===== config.mk =====
export PLATFORM = sky130hd
export DESIGN_NAME = tlsm_top
export DESIGN_NICKNAME = d
export VERILOG_FILES = /design/src/tlsm_pkg.sv /design/src/tlsm_top.sv /design/src/tlsm_phase_det.sv /design/src/tlsm_lane_flags.sv
export SDC_FILE = /design/constraint.sdc
export NUM_CORES = 1
export LEC_CHECK = 0
export BUFFER_PORTS_ARGS = -buffer_cell sky130_fd_sc_hd__buf_2
export CORE_ASPECT_RATIO = 1.75
export CORE_MARGIN = 2
export CORE_UTILIZATION = 43
export DETAILED_ROUTE_END_ITERATION = 7
export GPL_TIMING_DRIVEN = 0
export HOLD_SLACK_MARGIN = 0.05
export PLACE_DENSITY = 0.71
export REMOVE_ABC_BUFFERS = 1
export SLEW_MARGIN = 20
export SYNTH_ARGS = -nofsm -noshare
export SYNTH_HDL_FRONTEND = slang
export SYNTH_SLANG_ARGS = --single-unit

===== constraint.sdc =====
create_clock -name clk -period 2.7 [get_ports clk]
set_input_delay 0.81 -clock clk [delete_from_list [all_inputs] [get_ports clk]]
set_output_delay 0.81 -clock clk [all_outputs]
set_load 0.02 [all_outputs]

===== src/tlsm_pkg.sv =====
package tlsm_pkg;
  // register byte offsets
  localparam logic [7:0] TLSM_OFS_ERR = 8'h60; // sticky transmit error status, write one to clear
  localparam logic [7:0] TLSM_OFS_ERR_MASK = 8'h64; // interrupt enable mask
  localparam logic [7:0] TLSM_OFS_DEBUG = 8'h80; // link state debug word
  localparam logic [7:0] TLSM_OFS_FIFO = 8'h84; // lane fifo flag word
  localparam logic [7:0] TLSM_OFS_CTRL = 8'h88; // subclass select
  // field positions of the debug word
  localparam int TLSM_DBG_SYNC_BIT = 0;
  localparam int TLSM_DBG_STATE_LSB = 1;
  localparam int TLSM_DBG_ILAS_LSB = 3;
  localparam int TLSM_DBG_PHADJ_BIT = 11;
  localparam int TLSM_DBG_DIR_BIT = 12;
  localparam int TLSM_DBG_CNT_LSB = 13;
  // field positions of the fifo word
  localparam int TLSM_FULL_LSB = 0;
  localparam int TLSM_EMPTY_LSB = 16;
  // error bits
  localparam int TLSM_ERR_SYNC_BIT = 0;
  localparam int TLSM_ERR_REINIT_BIT = 4;
  // widths and sizes
  localparam int TLSM_LANES = 8;
  localparam int TLSM_ILAS_W = 8;
  localparam int TLSM_CNT_W = 8;
  localparam int TLSM_LMFC_W = 8;
  localparam int TLSM_ERR_W = 5;
  // reset and mask values
  localparam logic [31:0] TLSM_ZERO32 = 32'h0000_0000;
  localparam logic [TLSM_ERR_W-1:0] TLSM_ERR_MASK_RST = 5'h11;
  localparam logic [TLSM_ERR_W-1:0] TLSM_ERR_VALID = 5'h11;
  localparam logic [1:0] TLSM_SUBCLASS_TWO = 2'h2;
  localparam logic [TLSM_LMFC_W-1:0] TLSM_LMFC_ONE = 8'h01;
  localparam logic [TLSM_CNT_W-1:0] TLSM_CNT_ONE = 8'h01;
endpackage : tlsm_pkg


===== src/tlsm_top.sv =====
// Function
// RULE1 - bit 11 one when multiframes misaligned
// RULE2 - phase fields meaningful in subclass two only
// RULE3 - measure sync release against local multiframe
// RULE4 - interrupt on sync error or reinit
// RULE5 - offset, direction, count latched together
// RULE6 - raw phase only, software corrects
// RULE7 - bits 10:3 ilas multiframe count minus one
// RULE8 - bits 2:1 link layer state code
// RULE9 - bit 0 mirrors internal sync level
// RULE10 - fifo empty flags at bits 23:16
// RULE11 - fifo full flags at bits 7:0
// RULE12 - read-only live monitors, reserved zero
// RULE13 - bit 12 direction: advance or delay
// RULE14 - bits 20:13 adjustment step count
// RULE15 - unused lane flags read zero
//
// The implementer's own choice: the Wishbone slave port.
`timescale 1ns/1ps
module tlsm_top (
  input wire logic clk,
  input wire logic reset_n,
  // wishbone classic slave
  input wire logic wb_cyc_i,
  input wire logic wb_stb_i,
  input wire logic wb_we_i,
  input wire logic [7:0] wb_adr_i,
  input wire logic [3:0] wb_sel_i,
  input wire logic [31:0] wb_dat_i,
  output logic [31:0] wb_dat_o,
  output logic wb_ack_o,
  // link side monitor inputs
  input wire logic dev_sync_n,
  input wire logic [1:0] link_state,
  input wire logic [tlsm_pkg::TLSM_ILAS_W-1:0] ilas_mf_count,
  input wire logic [tlsm_pkg::TLSM_LMFC_W-1:0] lmfc_count,
  input wire logic [tlsm_pkg::TLSM_LMFC_W-1:0] lmfc_period,
  input wire logic sync_reinit_req,
  input wire logic [tlsm_pkg::TLSM_LANES-1:0] lane_en,
  input wire logic [tlsm_pkg::TLSM_LANES-1:0] lane_fifo_empty_flag,
  input wire logic [tlsm_pkg::TLSM_LANES-1:0] lane_fifo_full_flag,
  output logic irq
);
  typedef struct packed {
    logic [31:0] rdata; // bus read data
    logic ack; // bus acknowledge
    logic irq; // interrupt level
    logic [1:0] subclass; // software subclass select
    logic [tlsm_pkg::TLSM_ERR_W-1:0] err; // sticky error flags
    logic [tlsm_pkg::TLSM_ERR_W-1:0] mask; // interrupt enables
    logic [31:0] dbg; // assembled debug word
    logic sync_d; // sync level last cycle, for error edge
  } tlsm_st_t;
  tlsm_st_t st_r; // registered state
  tlsm_st_t st_nxt; // next state

  logic sc2; // subclass two active
  logic pd_phadj; // misalignment flag
  logic pd_adjdir; // direction flag
  logic [tlsm_pkg::TLSM_CNT_W-1:0] pd_adjcnt; // step count
  logic pd_meas; // one-cycle measurement strobe
  logic [31:0] fifo_word; // lane fifo flag word
  logic bus_req; // valid new wishbone cycle
  logic [tlsm_pkg::TLSM_ERR_W-1:0] err_set; // hardware error events
  logic [tlsm_pkg::TLSM_ERR_W-1:0] err_clr; // software write-one clears
  logic [tlsm_pkg::TLSM_ERR_W-1:0] err_tmp; // error flags after update

  assign sc2 = (st_r.subclass == tlsm_pkg::TLSM_SUBCLASS_TWO);

  // RULE3 phase detector
  // RULE2 runs in subclass two only
  tlsm_phase_det u_phase (
    .clk(clk),
    .reset_n(reset_n),
    .sync_n(dev_sync_n),
    .lmfc_count(lmfc_count),
    .lmfc_period(lmfc_period),
    .enable(sc2),
    .phadj(pd_phadj),
    .adjdir(pd_adjdir),
    .adjcnt(pd_adjcnt),
    .meas_pulse(pd_meas)
  );

  // per-lane fifo flag sampler
  tlsm_lane_flags u_lanes (
    .clk(clk),
    .reset_n(reset_n),
    .lane_en(lane_en),
    .lane_fifo_empty_flag(lane_fifo_empty_flag),
    .lane_fifo_full_flag(lane_fifo_full_flag),
    .flags_word(fifo_word)
  );

  // a fresh request; ack high blocks the next so each access answers once
  assign bus_req = wb_cyc_i && wb_stb_i && !st_r.ack;

  // next-state logic: debug word, errors, interrupt and bus slave
  always_comb begin
    st_nxt = st_r;
    st_nxt.sync_d = dev_sync_n;
    // RULE12 debug word tracks live signals, reserved zero
    st_nxt.dbg = tlsm_pkg::TLSM_ZERO32;
    // RULE9 sync level mirror
    st_nxt.dbg[tlsm_pkg::TLSM_DBG_SYNC_BIT] = dev_sync_n;
    // RULE8 link layer state
    st_nxt.dbg[tlsm_pkg::TLSM_DBG_STATE_LSB +: 2] = link_state;
    // RULE7 ilas count minus one
    st_nxt.dbg[tlsm_pkg::TLSM_DBG_ILAS_LSB +: tlsm_pkg::TLSM_ILAS_W] = ilas_mf_count;
    if (sc2) begin
      // RULE1 misalignment flag
      st_nxt.dbg[tlsm_pkg::TLSM_DBG_PHADJ_BIT] = pd_phadj;
      // RULE13 adjust direction
      st_nxt.dbg[tlsm_pkg::TLSM_DBG_DIR_BIT] = pd_adjdir;
      // RULE14 adjust step count
      // RULE5 fields latched together
      // RULE6 raw count, no correction
      st_nxt.dbg[tlsm_pkg::TLSM_DBG_CNT_LSB +: tlsm_pkg::TLSM_CNT_W] = pd_adjcnt;
    end

    // error events: sync dropped during data or misaligned release, and reinit
    err_set = '0;
    err_set[tlsm_pkg::TLSM_ERR_SYNC_BIT] = (st_r.sync_d && !dev_sync_n && link_state[1])
                                           || (pd_meas && pd_phadj);
    err_set[tlsm_pkg::TLSM_ERR_REINIT_BIT] = sync_reinit_req;
    err_clr = '0;
    if (bus_req && wb_we_i && wb_sel_i[0] && wb_adr_i == tlsm_pkg::TLSM_OFS_ERR) begin
      err_clr = wb_dat_i[tlsm_pkg::TLSM_ERR_W-1:0];
    end
    // set wins over a clear in the same cycle
    err_tmp = ((st_r.err & ~err_clr) | err_set) & tlsm_pkg::TLSM_ERR_VALID;
    st_nxt.err = err_tmp;

    // mask and subclass writes
    if (bus_req && wb_we_i && wb_sel_i[0]) begin
      if (wb_adr_i == tlsm_pkg::TLSM_OFS_ERR_MASK) begin
        st_nxt.mask = wb_dat_i[tlsm_pkg::TLSM_ERR_W-1:0] & tlsm_pkg::TLSM_ERR_VALID;
      end
      if (wb_adr_i == tlsm_pkg::TLSM_OFS_CTRL) begin
        st_nxt.subclass = wb_dat_i[1:0];
      end
    end

    // RULE4 interrupt on unmasked errors
    st_nxt.irq = |(err_tmp & st_nxt.mask);

    // one-cycle ack; unmapped addresses read zero, writes ignored
    st_nxt.ack = bus_req;
    st_nxt.rdata = tlsm_pkg::TLSM_ZERO32;
    if (bus_req && !wb_we_i) begin
      case (wb_adr_i)
        tlsm_pkg::TLSM_OFS_ERR: begin
          st_nxt.rdata[tlsm_pkg::TLSM_ERR_W-1:0] = st_r.err;
        end
        tlsm_pkg::TLSM_OFS_ERR_MASK: begin
          st_nxt.rdata[tlsm_pkg::TLSM_ERR_W-1:0] = st_r.mask;
        end
        // RULE12 status words are read-only
        tlsm_pkg::TLSM_OFS_DEBUG: begin
          st_nxt.rdata = st_r.dbg;
        end
        tlsm_pkg::TLSM_OFS_FIFO: begin
          st_nxt.rdata = fifo_word;
        end
        tlsm_pkg::TLSM_OFS_CTRL: begin
          st_nxt.rdata[1:0] = st_r.subclass;
        end
        default: begin
          st_nxt.rdata = tlsm_pkg::TLSM_ZERO32;
        end
      endcase
    end
  end

  // state register, sync reset; mask defaults to sync and reinit enabled
  always_ff @(posedge clk) begin
    if (!reset_n) begin
      st_r <= '0;
      st_r.mask <= tlsm_pkg::TLSM_ERR_MASK_RST;
    end else begin
      st_r <= st_nxt;
    end
  end

  assign wb_dat_o = st_r.rdata;
  assign wb_ack_o = st_r.ack;
  assign irq = st_r.irq;
endmodule : tlsm_top


===== src/tlsm_phase_det.sv =====
`timescale 1ns/1ps
// measures the sync release against the local multiframe counter
module tlsm_phase_det (
  input wire logic clk,
  input wire logic reset_n,
  input wire logic sync_n,
  input wire logic [tlsm_pkg::TLSM_LMFC_W-1:0] lmfc_count,
  input wire logic [tlsm_pkg::TLSM_LMFC_W-1:0] lmfc_period,
  input wire logic enable,
  output logic phadj,
  output logic adjdir,
  output logic [tlsm_pkg::TLSM_CNT_W-1:0] adjcnt,
  output logic meas_pulse
);
  typedef struct packed {
    logic sync_d; // previous sync level, for release edge
    logic phadj;
    logic adjdir;
    logic [tlsm_pkg::TLSM_CNT_W-1:0] adjcnt;
    logic meas;
  } tlsm_pd_t;
  tlsm_pd_t st_r; // registered state
  tlsm_pd_t st_nxt; // next state
  logic [tlsm_pkg::TLSM_LMFC_W-1:0] back; // distance to tick ahead, less one

  // latch offset, direction and count together on release
  always_comb begin
    st_nxt = st_r;
    st_nxt.sync_d = sync_n;
    st_nxt.meas = 1'b0;
    back = lmfc_period - lmfc_count;
    // only raw link-clock phase, no hysteresis in hardware
    if (enable && sync_n && !st_r.sync_d) begin
      st_nxt.meas = 1'b1;
      st_nxt.phadj = (lmfc_count != '0);
      // nearest tick: advance when behind half way, else delay
      if (lmfc_count <= (lmfc_period >> 1)) begin
        st_nxt.adjdir = 1'b0;
        st_nxt.adjcnt = lmfc_count;
      end else begin
        st_nxt.adjdir = 1'b1;
        st_nxt.adjcnt = back + tlsm_pkg::TLSM_CNT_ONE;
      end
    end
  end

  // state register, sync reset to zero
  always_ff @(posedge clk) begin
    if (!reset_n) begin
      st_r <= '0;
    end else begin
      st_r <= st_nxt;
    end
  end

  assign phadj = st_r.phadj;
  assign adjdir = st_r.adjdir;
  assign adjcnt = st_r.adjcnt;
  assign meas_pulse = st_r.meas;
endmodule : tlsm_phase_det


===== src/tlsm_lane_flags.sv =====
`timescale 1ns/1ps
// samples per-lane fifo flags, unused lanes forced to zero
module tlsm_lane_flags (
  input wire logic clk,
  input wire logic reset_n,
  input wire logic [tlsm_pkg::TLSM_LANES-1:0] lane_en,
  input wire logic [tlsm_pkg::TLSM_LANES-1:0] lane_fifo_empty_flag,
  input wire logic [tlsm_pkg::TLSM_LANES-1:0] lane_fifo_full_flag,
  output logic [31:0] flags_word
);
  typedef struct packed {
    logic [31:0] word; // assembled fifo flag word
  } tlsm_lf_t;
  tlsm_lf_t st_r;
  tlsm_lf_t st_nxt;

  // place each lane's flags, reserved bits stay zero
  always_comb begin
    st_nxt.word = tlsm_pkg::TLSM_ZERO32;
    for (int i = 0; i < tlsm_pkg::TLSM_LANES; i++) begin
      // RULE10 empty at bit 16 plus lane
      st_nxt.word[tlsm_pkg::TLSM_EMPTY_LSB + i] = lane_en[i] & lane_fifo_empty_flag[i];
      // RULE11 full at lane bit
      // RULE15 absent lanes read zero
      st_nxt.word[tlsm_pkg::TLSM_FULL_LSB + i] = lane_en[i] & lane_fifo_full_flag[i];
    end
  end

  // RULE12 sampled live, reset to zero
  always_ff @(posedge clk) begin
    if (!reset_n) begin
      st_r <= '0;
    end else begin
      st_r <= st_nxt;
    end
  end

  assign flags_word = st_r.word;
endmodule : tlsm_lane_flags


* Word-level counts from Yosys, hierarchy flattened
Index checks and enable logic that the tools add are counted.
** Storage, ports and cells
- Bits in read-only memories :: 0
- Bits in latches :: 0
- Flip-flop bits (word level) :: 122
- Word-level logic and storage cells :: 75
- Bits in writable memories :: 0
- Memories kept :: 0
- Input bits :: 101
- Output and inout bits :: 34
** Operators by class
- Divide/modulo/power cells :: 0
- Add/subtract/negate cells :: 2
- Bitwise logic cells :: 20
- Reductions and logical operators :: 21
- Shifts and indexed selects :: 0
- Multipliers :: 0
- Eq/ne operators :: 6
- Mux-type cells :: 8
- Magnitude comparators :: 1
** Operators with widths (number)
- case mux 27 bit (2 select lines) :: 1
- equality test 8 bit (second input constant) :: 3
- AND 1 bit :: 16
- equality test 8 x 7 -> 1 bit (second input constant) :: 2
- two-way mux 5 bit :: 3
- case mux 3 bit (4 select lines) :: 1
- logical AND 1 bit :: 11
- AND 5 bit :: 2
- case mux 2 bit (5 select lines) :: 1
- two-way mux 9 bit :: 1
- adder 8 x 1 -> 8 bit (second input constant) :: 1
- less-or-equal comparator 8 x 7 -> 1 bit :: 1
- nonzero test 8 bit :: 1
- subtractor 8 bit :: 1
- AND reduction 2 bit :: 3
- inverter 5 bit :: 1
- OR 5 bit :: 1
- OR reduction 5 bit :: 1
- zero test 1 bit :: 4
- equality test 2 bit (second input constant) :: 1
- logical OR 1 bit :: 1
- two-way mux 1 bit :: 1

* Longest topological paths before layout
- Depth after elaboration :: 11
- Depth in mapped cells :: 11
- Gate-level depth less buffers :: 11

* Hierarchy
From an unflattened synthesis, not the netlist that was laid out.
** Unflattened totals
- Cell total of the unflattened synthesis :: 424
- Area, all modules :: 4150.2 µm²
** By module, submodules not included
- tlsm_top :: area an instance 2377.3 µm², instances 1, cells an instance 231, sequential area each 1221.2 µm²
- tlsm_phase_det :: area an instance 1209.9 µm², instances 1, cells an instance 143, sequential area each 240.2 µm²
- tlsm_lane_flags :: area an instance 563.0 µm², instances 1, cells an instance 50, sequential area each 320.3 µm²

* Worst setup path before layout
No wires, ideal clock.
- Kind :: input port to flip-flop
- From :: in lmfc_count[3] (netlist name)
- To :: reg u_phase.st_r (netlist bit u_phase.adjcnt[6])
- Stages :: 8
- Slack :: 176 ps
- Path buffers :: 0
- Data arrival time :: 2454 ps
- Library setup time :: 70 ps
- Required time :: 2630 ps
- Cell sequence :: inv_1 > ha_1 > ha_1 > o21ai_0 > or4b_2 > o2111ai_1 > o21ai_0 > a21oi_1
** On the way
- Longest elaborated chain between the ends :: 3
- Elaborated cells between the ends (all ways) :: 4
- Those cells by class :: 2 x add/sub; 1 x order compare; 1 x mux
** Ends and longest elaborated chain
- start: declaration :: RTL line tlsm_top.sv:36 : input wire logic [tlsm_pkg::TLSM_LMFC_W-1:0] lmfc_count,
- subtractor 8 bit :: RTL line tlsm_phase_det.sv:31 : back = lmfc_period - lmfc_count;
- adder 8 x 1 -> 8 bit :: RTL line tlsm_phase_det.sv:42 : st_nxt.adjcnt = back + tlsm_pkg::TLSM_CNT_ONE;
- two-way mux 9 bit * :: RTL line tlsm_phase_det.sv:37 : if (lmfc_count <= (lmfc_period >> 1)) begin
- end signal: assignment :: RTL line tlsm_phase_det.sv:52 : st_r <= st_nxt;
- end: declaration :: RTL line tlsm_phase_det.sv:22 : tlsm_pd_t st_r;
Mark *: on every way between the ends. The rest lies on a longest branch, timed or not.
A chain may end at the register's enable or synchronous reset.

* Worst setup path after layout
- From :: in lmfc_count[1] (netlist name)
- To :: reg u_phase.st_r (netlist bit u_phase.adjcnt[7])
The elaborated chain is that of the path after synthesis.

==> key figures <==
Outcome
  – Run status: completed

STA
  – Final Cycle Share: 0.9486
  – Clk_skew: 6.318 ps
  – Final-report setup violation count: 0
  – Worst slew pin tran: 984.1 ps
  – Max Slew Vio Count: 0
  – Min Tclk post-route: 2561 ps
  – Final WS setup: ~140 ps
  – Rel. slew slack: 0.3415
  – Final hold vios: 0
  – RSZ-0062 raised after global routing: yes
  – Max Fclk: 390.4 MHz

Critical path
  – Startpoint class of the critical path: primary input
  – Crit Path Category: primary input to flop
  – Crit path max fanout: 4
  – R2r worst-path depth: 4
  – Crit. End Element: flop
  – Crit path arrival time: between 2000 and 3000 ps
  – WP data required: 2880 ps

Yosys
  – Compound-Gate Fraction of Synth Area: 0.1369
  – Netlist Area Pre-Place: 3555 µm²
  – Sequential share of the synthesized area: 0.4505
  – Post-Syn Area per Cell: 9.659 µm²
  – Cells after Synth: roughly 370
  – Seq cells post-synth: 80
  – Mux cell area share after synthesis: 0.01126
  – Most common flop cell mapped by yosys: dfxtp_1
  – Ys Warns: 0
  – Largest family of logic cells by synthesized area: simple AND/OR/NAND/NOR gates
  – Distinct cells, synth: 57
  – EDFF count, synth: 0
  – Post-synth ARST share: 0
  – Simple-gate share of the synthesized area: 0.2080
  – Synth Area in Adders: 0.07603
  – XOR/XNOR Fraction of Synth Area: 0.01232

Finish
  – Ant diodes: 0
  – Synthesis-to-layout area growth: 18.37%
  – Area of the multi-input gates: 1625 µm²
  – Fillers: 749
  – FF/Latch Area: 1602 µm²
  – Share of cells above drive strength 1: 0.2805
  – Nets@finish: roughly 560
  – Final Non-Filler Cells: roughly 530

Min path
  – Hold Path Depth: 1
  – Worst hold path class: flop to flop

Drt
  – Drt total wl: 7.664 mm
  – Via density: 5.130
  – Pre-antenna DRT Iters: 4
  – DR iter-0 viols: 107
  – Drt drc: 0
  – Post-DRT Antenna Nets: 0
  – Post-DR wirelength/cell: 14.41 µm
  – Via count: approximately 2.7k

GRT
  – Initial antenna violation count: 0
  – GR Overflow Total: 0
  – Global-route wire length before repair: 12.22 mm
  – Gr usage total: 0.1764
  – Largest net degree at the start of global routing: 48
  – Vias in the first global route: 2677

CTS
  – Clk_lat worst skew: 340 ps
  – Root Driver: clkbuf_16
  – CTS tree: yes
  – H-tree depth: 3
  – CTS Hold Bufs: 0
  – CTS Buf Count: 9
  – Clk slew on worst S/H paths: 60 ps
  – # clock sinks: 80
  – Post-CTS Setup Inserts: 0
  – Clk buf depth: 2
  – Post-cts sizing count: 0

Floorplanning
  – Initial Util: 0.4464
  – Die width: 72.73 µm
  – Die area: 9039 µm²
  – CORE AREA: ~8000 µm²
  – Number of cell rows: 43
  – DIE HEIGHT: around 120 µm
  – I/O pin count: ~140

Pwr
  – VDD IR max: around 340 µV
  – Leakage: 2.007 nW
  – Pwr dens: roughly 650 nW/µm²

Placement
  – DP Wirelength: 5.832 mm
  – Placed Cells: between 500 and 600
  – PortBufs: 94
  – Routability cong.: around 0.91
  – Post-Place Setup Slack: -285.6 ps

Run
  – MaxCap Viol Count: 0
path summary, 6_finish.rpt:
check / from / to / slack [ps]
max reg2reg: st_r[43] / u_phase.adjdir / 970
min: u_lanes.flags_word[22] / wb_dat_o[22] / 450
max: lmfc_count[1] / u_phase.adjcnt[7] / 140
min reg2reg: u_lanes.flags_word[22] / wb_dat_o[22] / 450
where the power goes:
group          internal, mW  total [mW]  leakage, nW  switching, mW
clock                 0.736        1.24        0.153          0.500
sequential             1.20        1.21        0.651        0.00731
combinational         0.125       0.276         1.20          0.152
critical path: stages:
cell      delay [ps]
buf_2            130
ha_1             290
inv_1             60
ha_1             180
inv_1             60
fa_1             400
nand2b_1         200
a21oi_2          210
o22ai_1          120
xnor2_1          180
o22ai_1          100
placed cells by master, fill, tap and decap left out, types with 4 or more instances in the layout:
master	n
a22oi_1	14
a21oi_1	7
and3_1	27
inv_1	22
o21ai_0	17
and3b_1	4
ha_1	20
xnor2_1	5
conb_1	8
inv_6	4
and2_1	24
nand3_1	5
a31oi_1	6
clkbuf_16	9
nand2_1	6
mux2i_1	4
nor2_1	19
buf_2	95
nor2b_1	7
dfxtp_1	80
layer usage:
layer,share of wire,wire length (µm),global-route usage
met5,0,0,0
met4,0.019,147,0.08279
met1,0.37,2837,0.1683
met2,0.57,4350,0.3337
met3,0.043,328,0.04369
flip-flops by register name, indices dropped and copies added (netlist names):
name	cells
u_phase.adjcnt	8
irq	1
st_r	27
u_phase.adjdir	1
u_phase.phadj	1
u_phase.meas_pulse	1
wb_ack_o	1
wb_dat_o	24
u_lanes.flags_word	16
kinds of logic after synthesis:
family,count (synthesis)
mux,4
buf+inv,66
compound gates,72
other cells,1
simple gates,119
flops,80
fa+ha+maj,21
xor+xnor,5
per-stage QoR:
stage | total power, mW | hold slack (ps) | instance area, µm² | util | TNS (ps)
after global routing | 2.830 | 462.9 | 4208 | 0.5284 | -9.172
after CTS | 2.747 | 449.9 | 4202 | 0.5277 | 0
after floorplan | 1.394 | 424.2 | 3294 | - | -34.49
after detailed placement | 1.507 | 435.4 | 3891 | 0.4887 | -2073
after global placement | 1.495 | 433.3 | 3877 | 0.4870 | -10920
final | 2.721 | 447.7 | 4208 | 0.5284 | 0
layout make-up:
cell class / count / area share
flip-flops and latches: 80 / 0.3806
inverters: 22 / 0.01963
clock inverters: 7 / 0.02022
repair buffers: 95 / 0.1130
well taps: 90 / 0.02676
clock buffers: 9 / 0.05352
multi-input cells: 229 / 0.3863
synth_stat cells (2+ instances only):
cell,number,area [µm²]
dfxtp_1,80,1602
buf_4,32,240.2
and3_1,27,168.9
and2_1,24,150.1
inv_1,22,82.58
nor2_1,21,78.83
ha_1,20,250.2
o21ai_0,17,85.08
a22oi_1,14,105.1
clkbuf_1,10,37.54
a21oi_1,8,40.04
nor2b_1,7,43.79
a31oi_1,6,37.54
nand2_1,6,22.52
nand3_1,5,25.02
xnor2_1,5,43.79
and3b_1,4,35.03
mux2i_1,4,40.04
nand2b_1,3,18.77
nor4_1,3,18.77
o21a_1,3,22.52
o22ai_1,3,18.77
a21boi_0,2,15.01
a21o_1,2,15.01
a32oi_1,2,17.52
nand4_1,2,12.51
o211ai_1,2,15.01
o31a_1,2,17.52
or2_2,2,12.51
or4_4,2,22.52
or4b_1,2,20.02
Power figures use the tool's default switching activity.
